## config.mk

```make
export PLATFORM = sky130hd
export DESIGN_NAME = aux_top
export DESIGN_NICKNAME = d
export VERILOG_FILES = /design/src/hw/aux_pkg.sv /design/src/hw/aux_top.sv /design/src/hw/aux_conv.sv /design/src/hw/aux_wake.sv
export SDC_FILE = /design/constraint.sdc
export NUM_CORES = 1
export LEC_CHECK = 0
export ABC_AREA = 1
export BUFFER_PORTS_ARGS = -buffer_cell sky130_fd_sc_hd__buf_2
export CAP_MARGIN = 25
export CORE_MARGIN = 2
export CORE_UTILIZATION = 65
export CTS_CLUSTER_DIAMETER = 60
export DETAILED_ROUTE_END_ITERATION = 7
export PLACE_DENSITY = 0.84
export SLEW_MARGIN = 20
export SYNTH_ARGS = -nofsm -noshare
export SYNTH_HDL_FRONTEND = slang
export SYNTH_SLANG_ARGS = --single-unit
```

## constraint.sdc

```tcl
create_clock -name i_clk -period 18.55 [get_ports i_clk]
set_input_delay 1.855 -clock i_clk [delete_from_list [all_inputs] [get_ports i_clk]]
set_output_delay 1.855 -clock i_clk [all_outputs]
set_load 0.02 [all_outputs]
```

## src/hw/aux_pkg.sv

```systemverilog
package aux_pkg;

  // Command codes and byte layout
  localparam logic [7:0] AUX_CMD_CONV_READ  = 8'h14;
  localparam int         AUX_EN_PIN_SEL_LSB = 0;
  localparam int         AUX_EN_PIN_BIT     = 2;
  localparam int         AUX_EN_BATT_BIT    = 3;
  localparam int         AUX_EN_TEMP_BIT    = 4;
  localparam logic [7:0] AUX_CFG_DEFAULT    = 8'hcc;
  localparam logic [7:0] AUX_CTS_READY      = 8'hff;
  localparam logic [7:0] AUX_RESERVED_BYTE  = 8'h00;
  localparam int         AUX_REPLY_BYTES    = 9;

  // Attenuation codes
  localparam logic [3:0] AUX_ATT_0V8 = 4'h0;
  localparam logic [3:0] AUX_ATT_1V6 = 4'h4;
  localparam logic [3:0] AUX_ATT_2V4 = 4'h8;
  localparam logic [3:0] AUX_ATT_3V6 = 4'h9;
  localparam logic [3:0] AUX_ATT_3V2 = 4'hc;

  // Pin result divisors, times 100
  localparam int AUX_DIV_0V8_X100 = 256000;
  localparam int AUX_DIV_1V6_X100 = 128000;
  localparam int AUX_DIV_2V4_X100 = 85333;
  localparam int AUX_DIV_3V6_X100 = 42666;
  localparam int AUX_DIV_3V2_X100 = 64000;

  // Result scaling: Vbatt = 3*code/1280, T = code*568/2560 - 297
  localparam int AUX_BATT_NUM  = 1280;
  localparam int AUX_BATT_DEN  = 3;
  localparam int AUX_TEMP_NUM  = 2560;
  localparam int AUX_TEMP_DEN  = 568;
  localparam int AUX_TEMP_OFS  = 297;

  // Conversion time: 12 * 2^(exp+1) clocks
  localparam int AUX_CONV_DIV  = 12;

  // Wake periods: count * 4 * 2^exp / 32768 s
  localparam int AUX_WAKE_MULT = 4;
  localparam int AUX_WAKE_BASE = 32768;

  // Low supply threshold: 1.5 V plus 50 mV steps up to 3.05 V
  localparam int AUX_THR_MIN_MV  = 1500;
  localparam int AUX_THR_STEP_MV = 50;
  localparam int AUX_THR_MAX_MV  = 3050;
  localparam logic [4:0] AUX_THR_MAX_CODE = 5'h1f;

  // Duty-cycle field value for transmit mode
  localparam logic [1:0] AUX_DUTY_TX = 2'h2;

  // Millivolts of battery code: mv = code*3000/1280
  function automatic logic [15:0] aux_batt_mv(input logic [15:0] code);
    logic [31:0] p;
    p = 32'(code) * 32'(AUX_BATT_DEN * 1000) / 32'(AUX_BATT_NUM);
    // Saturate so a large code never wraps below a threshold
    return (p > 32'h0000ffff) ? 16'hffff : p[15:0];
  endfunction

endpackage

```

## src/hw/aux_top.sv

```systemverilog
// Notes on behaviour
// - Duty period is interval times 4*2^exp/32768 s
// - Duty wake sends buffered packet unprompted
// - Packet sent pulls irq if enabled
// - After sending, return to wake state
// - Read command 0x14, enable byte, config
// - Enable bits 1:0 choose pin, input
// - Disabled measurement returns zero
// - Reply: ready, pin, battery, temp, reserved
// - Temperature code scaled 568/2560 minus 297
// - Battery volts are three code over 1280
// - Pin volts are code over divisor
// - Upper nibble sets time; zero byte gives 0xC
// - Lower nibble attenuation; zero byte gives 0xC
// - Supply check only with wake timer on
// - Each wake expiry compares supply threshold
// - Threshold steps 50 mV, 1.5 to 3.05
// - Low supply to irq or pin
// - Any enabled event pulls irq low
// - Shutdown high clears all but the input sample stages
// - Wake period mantissa times 4*2^exp/32768
// - Duty field two acts as transmit start
module aux_top
  import aux_pkg::*;
(
  // Clock and shutdown (acts as synchronous reset)
  input  wire logic        i_clk,
  input  wire logic        i_srst,
  // 32 kHz tick enable for wake timing
  input  wire logic        i_tick_32k,
  // Wake configuration
  input  wire logic        i_wake_enable,
  input  wire logic        i_low_supply_check_en,
  input  wire logic [1:0]  i_duty_mode,
  input  wire logic [4:0]  i_wake_exponent,
  input  wire logic [15:0] i_wake_mantissa,
  input  wire logic [15:0] i_duty_interval_count,
  input  wire logic [4:0]  i_low_supply_threshold,
  input  wire logic        i_low_supply_to_pin,
  // Interrupt enables
  input  wire logic        i_irq_en_sent,
  input  wire logic        i_irq_en_wake,
  input  wire logic        i_irq_en_low_supply,
  input  wire logic        i_irq_status_clear,
  // Transmit path handshake
  output logic             o_tx_start,
  input  wire logic        i_tx_done,
  // Command byte stream from host
  input  wire logic        i_cmd_valid,
  input  wire logic [7:0]  i_cmd_byte,
  output logic             o_cmd_ready,
  // Reply byte stream to host
  output logic             o_rsp_valid,
  output logic [7:0]       o_rsp_byte,
  input  wire logic        i_rsp_ready,
  // Analog front end samples (from pins, resynchronised)
  input  wire logic [15:0] i_raw_pin,
  input  wire logic [15:0] i_raw_batt,
  input  wire logic [15:0] i_raw_temp,
  // Converter settings seen by front end
  output logic [1:0]       o_pin_select,
  output logic [3:0]       o_pin_input_attenuation,
  // Status outputs
  output logic             o_irq_out_n,
  output logic             o_low_supply_pin,
  output logic [2:0]       o_irq_status,
  output logic             o_in_wake_state
);

  typedef enum logic [3:0] {
    AUX_ST_IDLE = 4'b0001,
    AUX_ST_ARGS = 4'b0010,
    AUX_ST_CONV = 4'b0100,
    AUX_ST_RPLY = 4'b1000
  } aux_cmd_st_t;

  typedef enum logic [2:0] {
    AUX_DS_OFF  = 3'b001,
    AUX_DS_WAKE = 3'b010,
    AUX_DS_TX   = 3'b100
  } aux_duty_st_t;

  // Constants the logic relies on; refuse a mismatched package
  if (AUX_REPLY_BYTES > 16) begin : g_reply_chk
    $error("aux_top: reply does not fit the byte index");
  end
  if (AUX_THR_MIN_MV + AUX_THR_STEP_MV * int'(AUX_THR_MAX_CODE)
      != AUX_THR_MAX_MV) begin : g_thr_chk
    $error("aux_top: threshold range and code width disagree");
  end

  // Raw samples come from the analog side: two stages first.
  // Held words only; a sample moving mid-capture may tear.
  logic [15:0] pin_s1_q, pin_s2_q;
  logic [15:0] batt_s1_q, batt_s2_q;
  logic [15:0] temp_s1_q, temp_s2_q;

  always_ff @(posedge i_clk) begin
    pin_s1_q  <= i_raw_pin;
    pin_s2_q  <= pin_s1_q;
    batt_s1_q <= i_raw_batt;
    batt_s2_q <= batt_s1_q;
    temp_s1_q <= i_raw_temp;
    temp_s2_q <= temp_s1_q;
  end

  // Wake timer and duty-cycle timer share one exponent
  wire wake_run = i_wake_enable;
  wire duty_run = i_wake_enable && (i_duty_mode == AUX_DUTY_TX);
  wire wake_exp;
  wire duty_exp;

  aux_wake u_wake (
    .i_clk      (i_clk),
    .i_srst     (i_srst),
    .i_run      (wake_run),
    .i_tick     (i_tick_32k),
    .i_exponent (i_wake_exponent),
    .i_count    (i_wake_mantissa),
    .o_expire   (wake_exp)
  );

  aux_wake u_duty (
    .i_clk      (i_clk),
    .i_srst     (i_srst),
    .i_run      (duty_run),
    .i_tick     (i_tick_32k),
    .i_exponent (i_wake_exponent),
    .i_count    (i_duty_interval_count),
    .o_expire   (duty_exp)
  );

  // Duty-cycle sequencer
  aux_duty_st_t ds_q, ds_d;
  logic         sent_pulse;

  always_comb begin
    ds_d       = ds_q;
    sent_pulse = 1'b0;
    unique case (ds_q)
      AUX_DS_OFF:  if (duty_run) ds_d = AUX_DS_WAKE;
      AUX_DS_WAKE: begin
        if (!duty_run) ds_d = AUX_DS_OFF;
        else if (duty_exp) ds_d = AUX_DS_TX;
      end
      AUX_DS_TX: begin
        if (i_tx_done) begin
          ds_d       = duty_run ? AUX_DS_WAKE : AUX_DS_OFF;
          sent_pulse = 1'b1;
        end
      end
      default: ds_d = AUX_DS_OFF;
    endcase
  end

  always_ff @(posedge i_clk) begin
    if (i_srst) ds_q <= AUX_DS_OFF;
    else        ds_q <= ds_d;
  end

  // Send request is combinational so it meets the expiry pulse
  wire ds_wake = (ds_q == AUX_DS_WAKE);
  assign o_tx_start      = ds_wake && duty_run && duty_exp;
  assign o_in_wake_state = ds_wake;

  // Low supply compare on each wake expiry
  wire [15:0] thr_step = 16'(AUX_THR_STEP_MV)
                       * 16'(i_low_supply_threshold);
  wire [15:0] thr_mv   = 16'(AUX_THR_MIN_MV) + thr_step;
  wire [15:0] batt_mv  = aux_batt_mv(batt_s2_q);
  // Checked only on expiry; a disabled timer never expires
  wire low_check = wake_exp && i_wake_enable
                 && i_low_supply_check_en;
  wire low_hit   = low_check && (batt_mv < thr_mv);

  always_ff @(posedge i_clk) begin
    if (i_srst) o_low_supply_pin <= 1'b0;
    else if (low_check) o_low_supply_pin <= i_low_supply_to_pin && low_hit;
  end

  // Sticky status: set wins over clear
  logic [2:0] stat_q;
  wire        low_irq  = low_hit && !i_low_supply_to_pin;
  wire  [2:0] stat_set = {low_irq, wake_exp, sent_pulse};
  wire  [2:0] stat_en  = {i_irq_en_low_supply, i_irq_en_wake, i_irq_en_sent};
  wire  [2:0] stat_d   = stat_set | (i_irq_status_clear ? 3'h0 : stat_q);

  always_ff @(posedge i_clk) begin
    if (i_srst) stat_q <= 3'h0;
    else stat_q <= stat_d;
  end

  assign o_irq_status = stat_q;

  // Interrupt pin low while any enabled cause pends; it follows the
  // next status so a clear releases the pin in the same cycle
  always_ff @(posedge i_clk) begin
    if (i_srst) o_irq_out_n <= 1'b1;
    else o_irq_out_n <= ~|(stat_en & stat_d);
  end

  // Converter command handler
  aux_cmd_st_t cs_q;
  logic [1:0]  argn_q;
  logic [7:0]  en_q, cfg_q;
  logic [3:0]  ridx_q;
  // A zero configuration byte selects the default time and range
  wire  [7:0]  cfg_eff = (cfg_q == 8'h00) ? AUX_CFG_DEFAULT
                                          : cfg_q;
  wire         conv_busy, conv_done;
  wire  [15:0] res_pin, res_batt, res_temp;
  wire  [2:0]  conv_en = {en_q[AUX_EN_TEMP_BIT], en_q[AUX_EN_BATT_BIT],
                          en_q[AUX_EN_PIN_BIT]};
  logic        conv_go;

  aux_conv u_conv (
    .i_clk      (i_clk),
    .i_srst     (i_srst),
    .i_start    (conv_go),
    .i_time_exp (cfg_eff[7:4]),
    .i_enables  (conv_en),
    .i_raw_pin  (pin_s2_q),
    .i_raw_batt (batt_s2_q),
    .i_raw_temp (temp_s2_q),
    .o_busy     (conv_busy),
    .o_done     (conv_done),
    .o_pin      (res_pin),
    .o_batt     (res_batt),
    .o_temp     (res_temp)
  );

  // State decodes shared by the handshakes
  wire cs_idle = (cs_q == AUX_ST_IDLE);
  wire cs_args = (cs_q == AUX_ST_ARGS);
  wire cs_rply = (cs_q == AUX_ST_RPLY);

  // Commands are refused until the reply drains
  assign o_cmd_ready = cs_idle || cs_args;
  wire cmd_take = i_cmd_valid && o_cmd_ready;

  // Command bytes: only the read code opens a transfer
  always_ff @(posedge i_clk) begin
    conv_go <= 1'b0;
    if (i_srst) begin
      cs_q   <= AUX_ST_IDLE;
      argn_q <= 2'h0;
      en_q   <= 8'h00;
      cfg_q  <= 8'h00;
      ridx_q <= 4'h0;
    end else begin
      unique case (cs_q)
        AUX_ST_IDLE: if (cmd_take && i_cmd_byte == AUX_CMD_CONV_READ) begin
          cs_q   <= AUX_ST_ARGS;
          argn_q <= 2'h0;
        end
        AUX_ST_ARGS: if (cmd_take) begin
          if (argn_q == 2'h0) begin
            en_q   <= i_cmd_byte;
            argn_q <= 2'h1;
          end else begin
            cfg_q   <= i_cmd_byte;
            conv_go <= 1'b1;
            cs_q    <= AUX_ST_CONV;
          end
        end
        AUX_ST_CONV: if (conv_done) begin
          cs_q   <= AUX_ST_RPLY;
          ridx_q <= 4'h0;
        end
        AUX_ST_RPLY: if (i_rsp_ready) begin
          if (ridx_q == 4'(AUX_REPLY_BYTES - 1)) cs_q <= AUX_ST_IDLE;
          else ridx_q <= ridx_q + 4'h1;
        end
        default: cs_q <= AUX_ST_IDLE;
      endcase
    end
  end

  // Front end follows the latched enable and config bytes;
  // unknown attenuation codes pass through unchanged
  assign o_pin_select            = en_q[AUX_EN_PIN_SEL_LSB +: 2];
  assign o_pin_input_attenuation = cfg_eff[3:0];

  // Reply byte order, high byte first
  assign o_rsp_valid = cs_rply;
  always_comb begin
    unique case (ridx_q)
      4'h0:    o_rsp_byte = AUX_CTS_READY;
      4'h1:    o_rsp_byte = res_pin[15:8];
      4'h2:    o_rsp_byte = res_pin[7:0];
      4'h3:    o_rsp_byte = res_batt[15:8];
      4'h4:    o_rsp_byte = res_batt[7:0];
      4'h5:    o_rsp_byte = res_temp[15:8];
      4'h6:    o_rsp_byte = res_temp[7:0];
      default: o_rsp_byte = AUX_RESERVED_BYTE;
    endcase
  end

endmodule

```

## src/hw/aux_conv.sv

```systemverilog
// Converter sequencer: one conversion per enabled input, fixed duration
module aux_conv
  import aux_pkg::*;
#(
  parameter int DIV_W = 24
) (
  // Clock and reset
  input  wire logic        i_clk,
  input  wire logic        i_srst,
  // Request
  input  wire logic        i_start,
  input  wire logic [3:0]  i_time_exp,
  input  wire logic [2:0]  i_enables,
  input  wire logic [15:0] i_raw_pin,
  input  wire logic [15:0] i_raw_batt,
  input  wire logic [15:0] i_raw_temp,
  // Results
  output logic             o_busy,
  output logic             o_done,
  output logic [15:0]      o_pin,
  output logic [15:0]      o_batt,
  output logic [15:0]      o_temp
);
  // Longest slot is 12 << 16 clocks; the counter must hold it
  if (DIV_W < 20) begin : g_width_chk
    $error("aux_conv: DIV_W too small");
  end

  logic [DIV_W-1:0] cnt_q;
  logic [2:0]       todo_q;
  logic             busy_q;
  wire  [DIV_W-1:0] conv_len;
  wire  [2:0]       first_bit;

  // Time of one conversion in clocks; at least one cycle
  assign conv_len  = DIV_W'(AUX_CONV_DIV) << (5'(i_time_exp) + 5'h1);
  assign first_bit = todo_q & (~todo_q + 3'h1);
  assign o_busy    = busy_q;

  // Walk the enabled inputs lowest first; skipped ones stay zero
  always_ff @(posedge i_clk) begin
    o_done <= 1'b0;
    if (i_srst) begin
      busy_q <= 1'b0;
      todo_q <= 3'h0;
      cnt_q  <= '0;
      o_pin  <= 16'h0000;
      o_batt <= 16'h0000;
      o_temp <= 16'h0000;
    end else if (!busy_q && i_start) begin
      busy_q <= 1'b1;
      todo_q <= i_enables;
      cnt_q  <= conv_len - DIV_W'(1);
      o_pin  <= 16'h0000;
      o_batt <= 16'h0000;
      o_temp <= 16'h0000;
    end else if (busy_q) begin
      if (todo_q == 3'h0) begin
        busy_q <= 1'b0;
        o_done <= 1'b1;
      end else if (cnt_q == '0) begin
        if (first_bit[0]) o_pin  <= i_raw_pin;
        if (first_bit[1]) o_batt <= i_raw_batt;
        if (first_bit[2]) o_temp <= i_raw_temp;
        todo_q <= todo_q & ~first_bit;
        cnt_q  <= conv_len - DIV_W'(1);
      end else begin
        cnt_q <= cnt_q - DIV_W'(1);
      end
    end
  end
endmodule

```

## src/hw/aux_wake.sv

```systemverilog
// Wake counter: counts 32 kHz ticks to a programmed limit
module aux_wake (
  // Clock and reset
  input  wire logic        i_clk,
  input  wire logic        i_srst,
  // Control
  input  wire logic        i_run,
  input  wire logic        i_tick,
  input  wire logic [4:0]  i_exponent,
  input  wire logic [15:0] i_count,
  // Expiry
  output logic             o_expire
);
  // Widest limit: 16-bit count, times 4, shifted by up to 31
  localparam int CNT_W = 49;

  logic [CNT_W-1:0] cnt_q;
  wire  [CNT_W-1:0] limit;

  // count * 4 * 2^exp ticks of the 32768 Hz base
  assign limit = (CNT_W'(i_count) << 2) << i_exponent;

  always_ff @(posedge i_clk) begin
    o_expire <= 1'b0;
    if (i_srst || !i_run || limit == '0) begin
      cnt_q <= '0;
    end else if (i_tick) begin
      if (cnt_q >= limit - CNT_W'(1)) begin
        cnt_q    <= '0;
        o_expire <= 1'b1;
      end else begin
        cnt_q <= cnt_q + CNT_W'(1);
      end
    end
  end
endmodule

```

Word level (Yosys, flattened, before mapping)
Index checks and enable logic that the tools add are counted.

Flip-flop bits (word level): 305. Latch bits: 0. Memory bits (writable): 0. ROM bits: 0. Bits of input ports: 113. Output and inout port bits: 23. Word-level logic and storage cells: 180. Memories: 0.

Add/sub/neg operators: 10. $mul: 2. Divide/modulo/power cells: 1. Magnitude comparators: 4. Equal/unequal tests: 28. Shift operators: 3. Muxes and demuxes: 44. Bitwise logic cells: 12. Reductions and logical operators: 49.

Operators by type and width (number): adder 49 x 1 -> 49 bit (second input constant) (2); greater-or-equal comparator 49 bit (2); zero test 49 bit (2); 2-to-1 mux 49 bit (2); left shift 18 x 5 -> 49 bit (2); subtractor 49 x 1 -> 49 bit (second input constant) (2); 2-to-1 mux 24 bit (4); case mux 8 bit (7 select lines) (1); subtractor 24 x 1 -> 24 bit (second input constant) (2); 2-to-1 mux 4 bit (9); divider 28 x 11 -> 32 bit (second input constant) (1); > comparator 32 x 16 -> 1 bit (second input constant) (1); 2-to-1 mux 3 bit (9); multiplier 16 x 9 -> 25 bit (second input constant) (1); zero test 24 bit (1); left shift 4 x 5 -> 24 bit (first input constant) (1); AND reduction 4 bit (5); equality test 4 x 3 -> 1 bit (second input constant) (4); < comparator 16 x 12 -> 1 bit (1); 2-to-1 mux 16 bit (1); case mux 4 bit (4 select lines) (1); inequality test 2 x 1 -> 1 bit (second input constant) (7); adder 11 x 11 -> 12 bit (first input constant) (1); equality test 4 x 2 -> 1 bit (second input constant) (3); other kinds (36) (88).

Longest topological paths before layout
Gate-level depths: netlist (run 1).

Depth in word-level cells: 11. Depth in mapped cells: 106. Depth with buffers taken out: 106.

Hierarchy
A second synthesis (run 1) with hierarchy kept.

Cell total of the unflattened synthesis: 4367. Area, all modules: 28507.3 um2.

Modules (own cells, without submodules): aux_top (instances 1, cells each 1265, area an instance 9714.3 um2, sequential area each 2542.4 um2); aux_wake at u_wake (instances 1, cells each 1221, area an instance 7532.2 um2, sequential area each 1001.0 um2); aux_wake at u_duty (instances 1, cells each 1207, area an instance 6875.3 um2, sequential area each 1001.0 um2); aux_conv (instances 1, cells each 674, area an instance 4385.5 um2, sequential area each 1541.5 um2).

Least setup slack after synthesis (run 1)
OpenSTA, ideal clock, no wires.

Kind: register to register. From: reg batt_s2_q[13]. To: reg o_irq_out_n. Setup time: 0.113 ns. Data arrival time: 9.047 ns. Required time: 18.437 ns. Setup slack: 9.389 ns. Stages on the path, launching flop included: 87. Clock period less this slack: 9.161 ns. Cell sequence: dfxtp_1 fa_1 inv_1 fa_1 inv_1 fa_1 inv_1 fa_1 inv_1 ha_1 a21oi_1 and2_1 nand2_1 nand2_1 nand3_1 nand2_2 nand2_4 nand3_4 [51 not listed] nand3_1 nand2_2 inv_2 nand2_2 nand3_1 ha_1 nand2_1 inv_1 nand2_1 nand2_1 nand2_1 nand2_1 nand2_2 nand3_2 nand2_1 nand2_1 nand2_1 nand2_1.

Longest elaborated chain between the ends: 11.

RTL lines: start: declaration (line aux_top.sv:95) `logic [15:0] batt_s1_q, batt_s2_q;`; start signal: assignment (line aux_top.sv:102) `batt_s2_q <= batt_s1_q;`; multiplier 16 x 9 -> 25 bit (*) (line aux_pkg.sv:54) `p = 32'(code) * 32'(AUX_BATT_DEN * 1000) / 32'(AUX_BATT_NUM);`; divider 28 x 11 -> 32 bit (*) (line aux_pkg.sv:54); > comparator 32 x 16 -> 1 bit (line aux_pkg.sv:56) `return (p > 32'h0000ffff) ? 16'hffff : p[15:0];`; 2-to-1 mux 16 bit (*) (line aux_pkg.sv:56); < comparator 16 x 12 -> 1 bit (*) (line aux_top.sv:174) `wire low_hit = low_check && (batt_mv < thr_mv);`; logical AND 1 bit (*) (line aux_top.sv:174); logical AND 1 bit (*) (line aux_top.sv:183) `wire low_irq = low_hit && !i_low_supply_to_pin;`; bitwise OR 3 bit (*) (line aux_top.sv:186) `wire [2:0] stat_d = stat_set | (i_irq_status_clear ? 3'h0 : stat_q);`; AND 3 bit (*) (line aux_top.sv:199) `else o_irq_out_n <= ~|(stat_en & stat_d);`; OR reduction 3 bit (*) (line aux_top.sv:199); zero test 1 bit (*) (line aux_top.sv:199); end signal: assignment (line aux_top.sv:199); end: declaration (line aux_top.sv:64) `output logic o_irq_out_n,`.

Every way passes the cells marked *; elsewhere a longest branch is shown, timed or not. A chain may end at the register's enable or synchronous reset.

Final worst setup path (run 1)
From: reg batt_s2_q[6]. To: reg o_irq_out_n.

The elaborated chain is that of the path after synthesis.

==> results of run 1 <==
## placed cells by master, fill, tap and decap left out, types with 8 or more instances in the layout
cell and n:
nand2_1 738, dfxtp_1 304, buf_4 12, buf_2 135, o21ai_0 178, o211ai_1 8
nor3b_1 9, inv_1 573, a21oi_1 146, nand3_1 197, xnor2_1 51, clkbuf_1 8
nor2_1 433, nor3_1 172, a31oi_1 16, a211oi_1 27, fa_1 69, nand2_4 14
inv_2 20, xor2_1 133, nand4_1 74, nor4_1 32, ha_1 207, nand2_2 52
nand3_2 17, or2_2 29, a221oi_1 15, o22ai_1 8, and3_1 8, clkbuf_16 36
## per-stage QoR
stage / instances / utilization / cell area [um2] / setup slack (ns) / hold WS [ns]
3_3_place_gp: 4271 / 0.689 / 26000 / 8.55 / 0.311
4_1_cts: 4334 / 0.719 / 27200 / 8.26 / 0.325
5_1_grt: 4337 / 0.720 / 27200 / 7.12 / 0.327
2_1_floorplan: 3711 / - / 25000 / 9.39 / 0.310
6_report: 4337 / 0.720 / 27200 / 8.20 / 0.323
3_5_place_dp: 4271 / 0.689 / 26000 / 8.34 / 0.312
## layer usage
layer  global-route usage  wire, um  vias up
met1                0.388     26900    10600
met5                    0         0        -
met3               0.0439      3800      162
met2                0.520     28100      718
li1                     -         -    12200
met4                0.141      2700        0
## cells by family (layout without fill, tap and decap cells)
family                     count (synthesis)  after routing
buffers and inverters                    695            810
xor gates and xnor gates                 184            184
adders and majority gates                276            276
DFF                                      304            304
muxes                                      7              7
AOI/OAI and AO/OA                        444            444
and+or+nand+nor                         1801           1801
## path summary, 6_finish.rpt
path,from,end
setup / recovery,batt_s2_q[6],o_irq_out_n
hold / removal,batt_s1_q[1],batt_s2_q[1]
setup reg to reg,batt_s2_q[6],o_irq_out_n
hold reg to reg,batt_s1_q[1],batt_s2_q[1]
## flip-flops by register name, indices dropped and copies added (netlist names), 3 cells and up
signal         flops
en_q               5
ds_q               3
o_irq_status       3
u_conv.o_temp     16
temp_s1_q         16
u_wake.cnt_q      49
batt_s2_q         16
u_conv.cnt_q      24
pin_s1_q          16
u_conv.o_pin      16
temp_s2_q         16
u_conv.o_batt     16
batt_s1_q         16
u_conv.todo_q      3
cs_q               4
ridx_q             4
pin_s2_q          16
u_duty.cnt_q      49
cfg_q              8
## final cells by class
class | count | area, um2 | share of cell area
multi-input cells | 2712 | 16300 | 0.599
flip-flops and latches | 304 | 6090 | 0.224
inverters | 599 | 2260 | 0.0831
clock buffers | 47 | 972 | 0.0358
repair buffers | 148 | 777 | 0.0286
well taps | 511 | 639 | 0.0235
clock inverters | 16 | 173 | 0.00635
==> results by group, run 1 <==
Status
  – Outcome: complete, no violations

Timing
  – Relative slew slack: 0.350
  – Fin crit share: 0.558
  – Worst slew pin tran: 0.975 ns
  – Setup TNS: 0 ns
  – Fin. max-slew vios: 0
  – FMAX: 96.6 MHz
  – Final clock skew: 0.0211 ns
  – Final setup violation count: 0
  – Count of final hold-check violations: 0
  – Final min period: 10.35 ns
  – RSZ-0062 raised after global routing: no

Final layout
  – Area grow syn2layout: 8.79%
  – Final nets: 4190
  – Layout cells sized above 1: 0.0936
  – Fill cells: 3215
  – Antenna Cells: 0

Clocking
  – Clock sink count: 304
  – CTS root buffer: clkbuf_16
  – Later-pin clock latency in the skew report: 0.58 ns
  – Clock buffer depth: 3
  – Hold Buf Count CTS: 0
  – Worst-path clk slew: 0.06 ns
  – Inserted Clock Buffers: 36
  – CTS tree: done
  – Htree depth: 2
  – # resized after CTS: 0
  – Setup bufs post-CTS: 0

Worst setup path
  – Crit path max-delay family: simple AND/OR/NAND/NOR gates
  – Signal arrival time at the worst endpoint: 10.79 ns
  – R2R depth: 86
  – Setup CP Type: flip-flop to flip-flop
  – Critical Path RT: 18.99 ns
  – Startpoint Class: flip-flop
  – Max incr delay on CP: 0.60 ns
  – Crit-path slowest cell: fa_1
  – Critical path depth: 86
  – Register-to-register setup slack: 8.20 ns
  – Crit end category: flip-flop
  – Largest fanout on the critical path: 8
  – Most used cell, CP: nand2_1
  – Crit path buf inv count: 11

Yosys
  – Area contributors post-synth: dfxtp_1 24%, nand2_1 11%, ha_1 10%
  – Simple-gate area share of the yosys netlist: 0.323
  – Post-synthesis compound-gate area fraction: 0.102
  – Top cells by instance count after synthesis: 738 x nand2_1, 573 x inv_1, 433 x nor2_1
  – Synth Flop Type: dfxtp_1
  – Register area share after synthesis: 0.244
  – Top-count cell post-synth: nand2_1
  – Netlist cell types: 66
  – Synth Instances: 3711
  – Synth Area in XOR/XNOR: 0.0645
  – Yosys warns: 0
  – EDFF count, synth: 0
  – Largest family of logic cells by synthesized area: simple AND/OR/NAND/NOR gates
  – Seq cells post-synth: 304
  – Top-area cell type share of the netlist area: 0.244
  – Adder-Cell Fraction of Synth Area: 0.159
  – Multiplexer share of the synthesized area: 0.00280
  – Synthesized area: 25000 um2
  – Syn_area_per_cell: 6.73 um2
  – Asr flop ratio synth: 0
  – Yosys top cell by area: dfxtp_1
  – Syn Nets: 4100

GRT
  – GRT Overall Usage: 0.307
  – Vias in the first global route: 21.7k
  – GRT Residual Overflow: 0
  – Initial antenna violation count: 0
  – Largest net degree at the start of global routing: 67
  – First-pass GRT wire length: 101 mm

Routing
  – Drt drc: 0
  – Antenna Nets Post-Route: 0
  – Vias: 23.6k
  – Initial drt markers: 1331
  – DR vias/cell: 5.45
  – Routed WL: 61.5 mm
  – DR pass1 iterations: 7
  – Routed len/inst: 14.2 um

Floorplan
  – IO Count: 136
  – # rows: 71
  – Die area: 40000 um2
  – DIE HEIGHT: 200 um
  – Die width: 200 um
  – Core footprint: 37800 um2
  – Initial Util: 0.662

Run
  – Maxcap violations: 0

Min path
  – Hold Path Cell Cnt: 0
  – HP Class: flip-flop to flip-flop

Placement
  – RD Place Congestion: 0.949
  – PortBufs: 135
  – HPWL after DPL: 47.8 mm
Power of run 1 is left out: the tool's default activity adds up to more than one toggle a clock period on the data nets, which glitch-free logic cannot reach.
==> run 2: changes to the inputs <==
- CORE_UTILIZATION: 65 -> 63
- PLACE_DENSITY: 0.84 -> 0.82
- clock period: 18.55 -> 9.8 ns (I/O delays scaled with it)
==> run 2 against run 1 <==
  * The flow now finishes with violations (negative setup slack)
  * Hold slack better by 0.00074 ns
  * Via count is 6.7% higher
  * Sequential cell count stayed put
==> results by group, run 2 (synthesis results as in run 1) <==
Routing
  – Routed WL: 70.8 mm
  – Vias: 25.2k
  – DR vias/cell: 5.69
  – Antenna Nets Post-Route: 0
  – Drt drc: 0
  – DR pass1 iterations: 7
  – Initial drt markers: 1891
  – Routed len/inst: 16.0 um

GRT
  – GRT Overall Usage: 0.313
  – Vias in the first global route: 23.2k
  – First-pass GRT wire length: 109 mm
  – Largest net degree at the start of global routing: 67
  – GRT Residual Overflow: 0
  – Initial antenna violation count: 2

Timing
  – RSZ-0062 raised after global routing: yes
  – Fin crit share: 1.11
  – Worst slew pin tran: 1.01 ns
  – Final min period: 10.91 ns
  – Final clock skew: 0.0280 ns
  – FMAX: 91.6 MHz
  – Final hold slack: 0.324 ns
  – Fin. max-slew vios: 0
  – Final WS setup: -1.11 ns
  – Count of final hold-check violations: 0
  – Final setup violation count: 3
  – Relative slew slack: 0.321

Final layout
  – Fill cells: 3029
  – Top flop regs: u_duty.cnt_q: 49 flops, u_wake.cnt_q: 49 flops, u_conv.cnt_q: 24 flops
  – Layout cells sized above 1: 0.155
  – Final nets: 4279
  – Area grow syn2layout: 16.3%
  – Most frequent cells in the layout: 666 x nand2_1, 556 x inv_1, 427 x nor2_1
  – Commonest non-fill, non-tap cell in the layout: nand2_1

Status
  – Violated checks: negative setup slack
  – Outcome: finished, violations left

Clocking
  – Worst-path clk slew: 0.06 ns
  – Clock buffer depth: 3
  – Clock sink count: 304
  – CTS tree: done
  – Later-pin clock latency in the skew report: 0.57 ns
  – Inserted Clock Buffers: 37
  – CTS root buffer: clkbuf_16
  – Hold Buf Count CTS: 0
  – Htree depth: 2

Floorplan
  – DIE HEIGHT: 203 um
  – Die width: 203 um
  – # rows: 72
  – Initial Util: 0.642
  – Core footprint: 38900 um2
  – IO Count: 136
  – Die area: 41300 um2

Placement
  – RD Place Congestion: 0.958
  – PortBufs: 135
  – HPWL after DPL: 48.1 mm

Worst setup path
  – Signal arrival time at the worst endpoint: 11.34 ns
  – Startpoint Class: flip-flop
  – Crit end category: flip-flop
  – Crit path buf inv count: 18
  – Critical Path RT: 10.23 ns
  – Reg-to-Reg Start: batt_s2_q[9]
  – Largest fanout on the critical path: 6
  – Most used cell, CP: nand2_4
  – Critical path origin: batt_s2_q[9]
  – Setup CP Type: flip-flop to flip-flop
  – Crit path max-delay family: simple AND/OR/NAND/NOR gates
  – Crit-path slowest cell: fa_1
  – Max incr delay on CP: 0.55 ns

Run
  – Maxcap violations: 0

Min path
  – Hold_sp: batt_s1_q[0]
  – HP Class: flip-flop to flip-flop
run 2: cell types whose count changed in the layout (fill, tap and decap cells not counted), sizes merged:
cell	delta
clkinv	-2
bufinv	+1
buf	+88
diode	+1
inv	+1
clkinvlp	+1
clkbuf	+3
run 2: what timing repair did:
item,4_1_cts,5_1_grt
setup buffers,35,22
endpoints found under the hold margin,0,0
endpoints found under the setup margin,3,3
pin swaps,63,102
gates cloned,0,0
gates resized for setup,116,155
run 2: stage by stage:
stage	area, um2	cells	utilization	TNS, ns	setup WS [ns]
after global routing	29100	4437	0.747	-4.55	-1.58
after global placement	26300	4309	0.675	-0.0316	-0.0316
final	29100	4437	0.747	-3.18	-1.11
after detailed placement	26300	4309	0.675	-0.729	-0.315
after floorplan	25000	3711	-	0	0.639
after CTS	28200	4411	0.726	0	0.00168
run 2: area by class of cell:
class | count | area [um2] | area share
Timing Repair Buffer | 236 | 1480 | 0.0509
Sequential cell | 304 | 6120 | 0.211
Clock inverter | 17 | 225 | 0.00775
Inverter | 599 | 2280 | 0.0786
Antenna cell | 1 | 2.50 | 0.0000861
Multi-Input combinational cell | 2712 | 17300 | 0.594
Clock buffer | 50 | 1020 | 0.0353
Tap cell | 518 | 648 | 0.0223
run 2: worst reg2reg max path, delay by kind of cell, from the launching register on:
family | cells | cell delay [ns]
adder cells (fa/ha/maj) | 5 | 2.37
buffers and inverters | 18 | 1.24
flip-flops | 1 | 0.36
AND/OR/NAND/NOR | 77 | 6.78
run 2: layer usage:
metal	track usage	share of wire	wire, um	vias up
li1	-	-	-	12400
met1	0.392	0.41	28900	11400
met2	0.548	0.47	33400	1146
met3	0.0387	0.070	4960	296
met4	0.124	0.051	3580	2
met5	0	0.00014	10	-
run 2: final timing paths:
check,to,slack [ns],cells after the start
max,o_irq_out_n,-1.11,100
max reg2reg,o_irq_out_n,-1.11,100
min reg2reg,batt_s2_q[0],0.32,0
min,batt_s2_q[0],0.32,0
Power of run 2 is left out for the same reason.
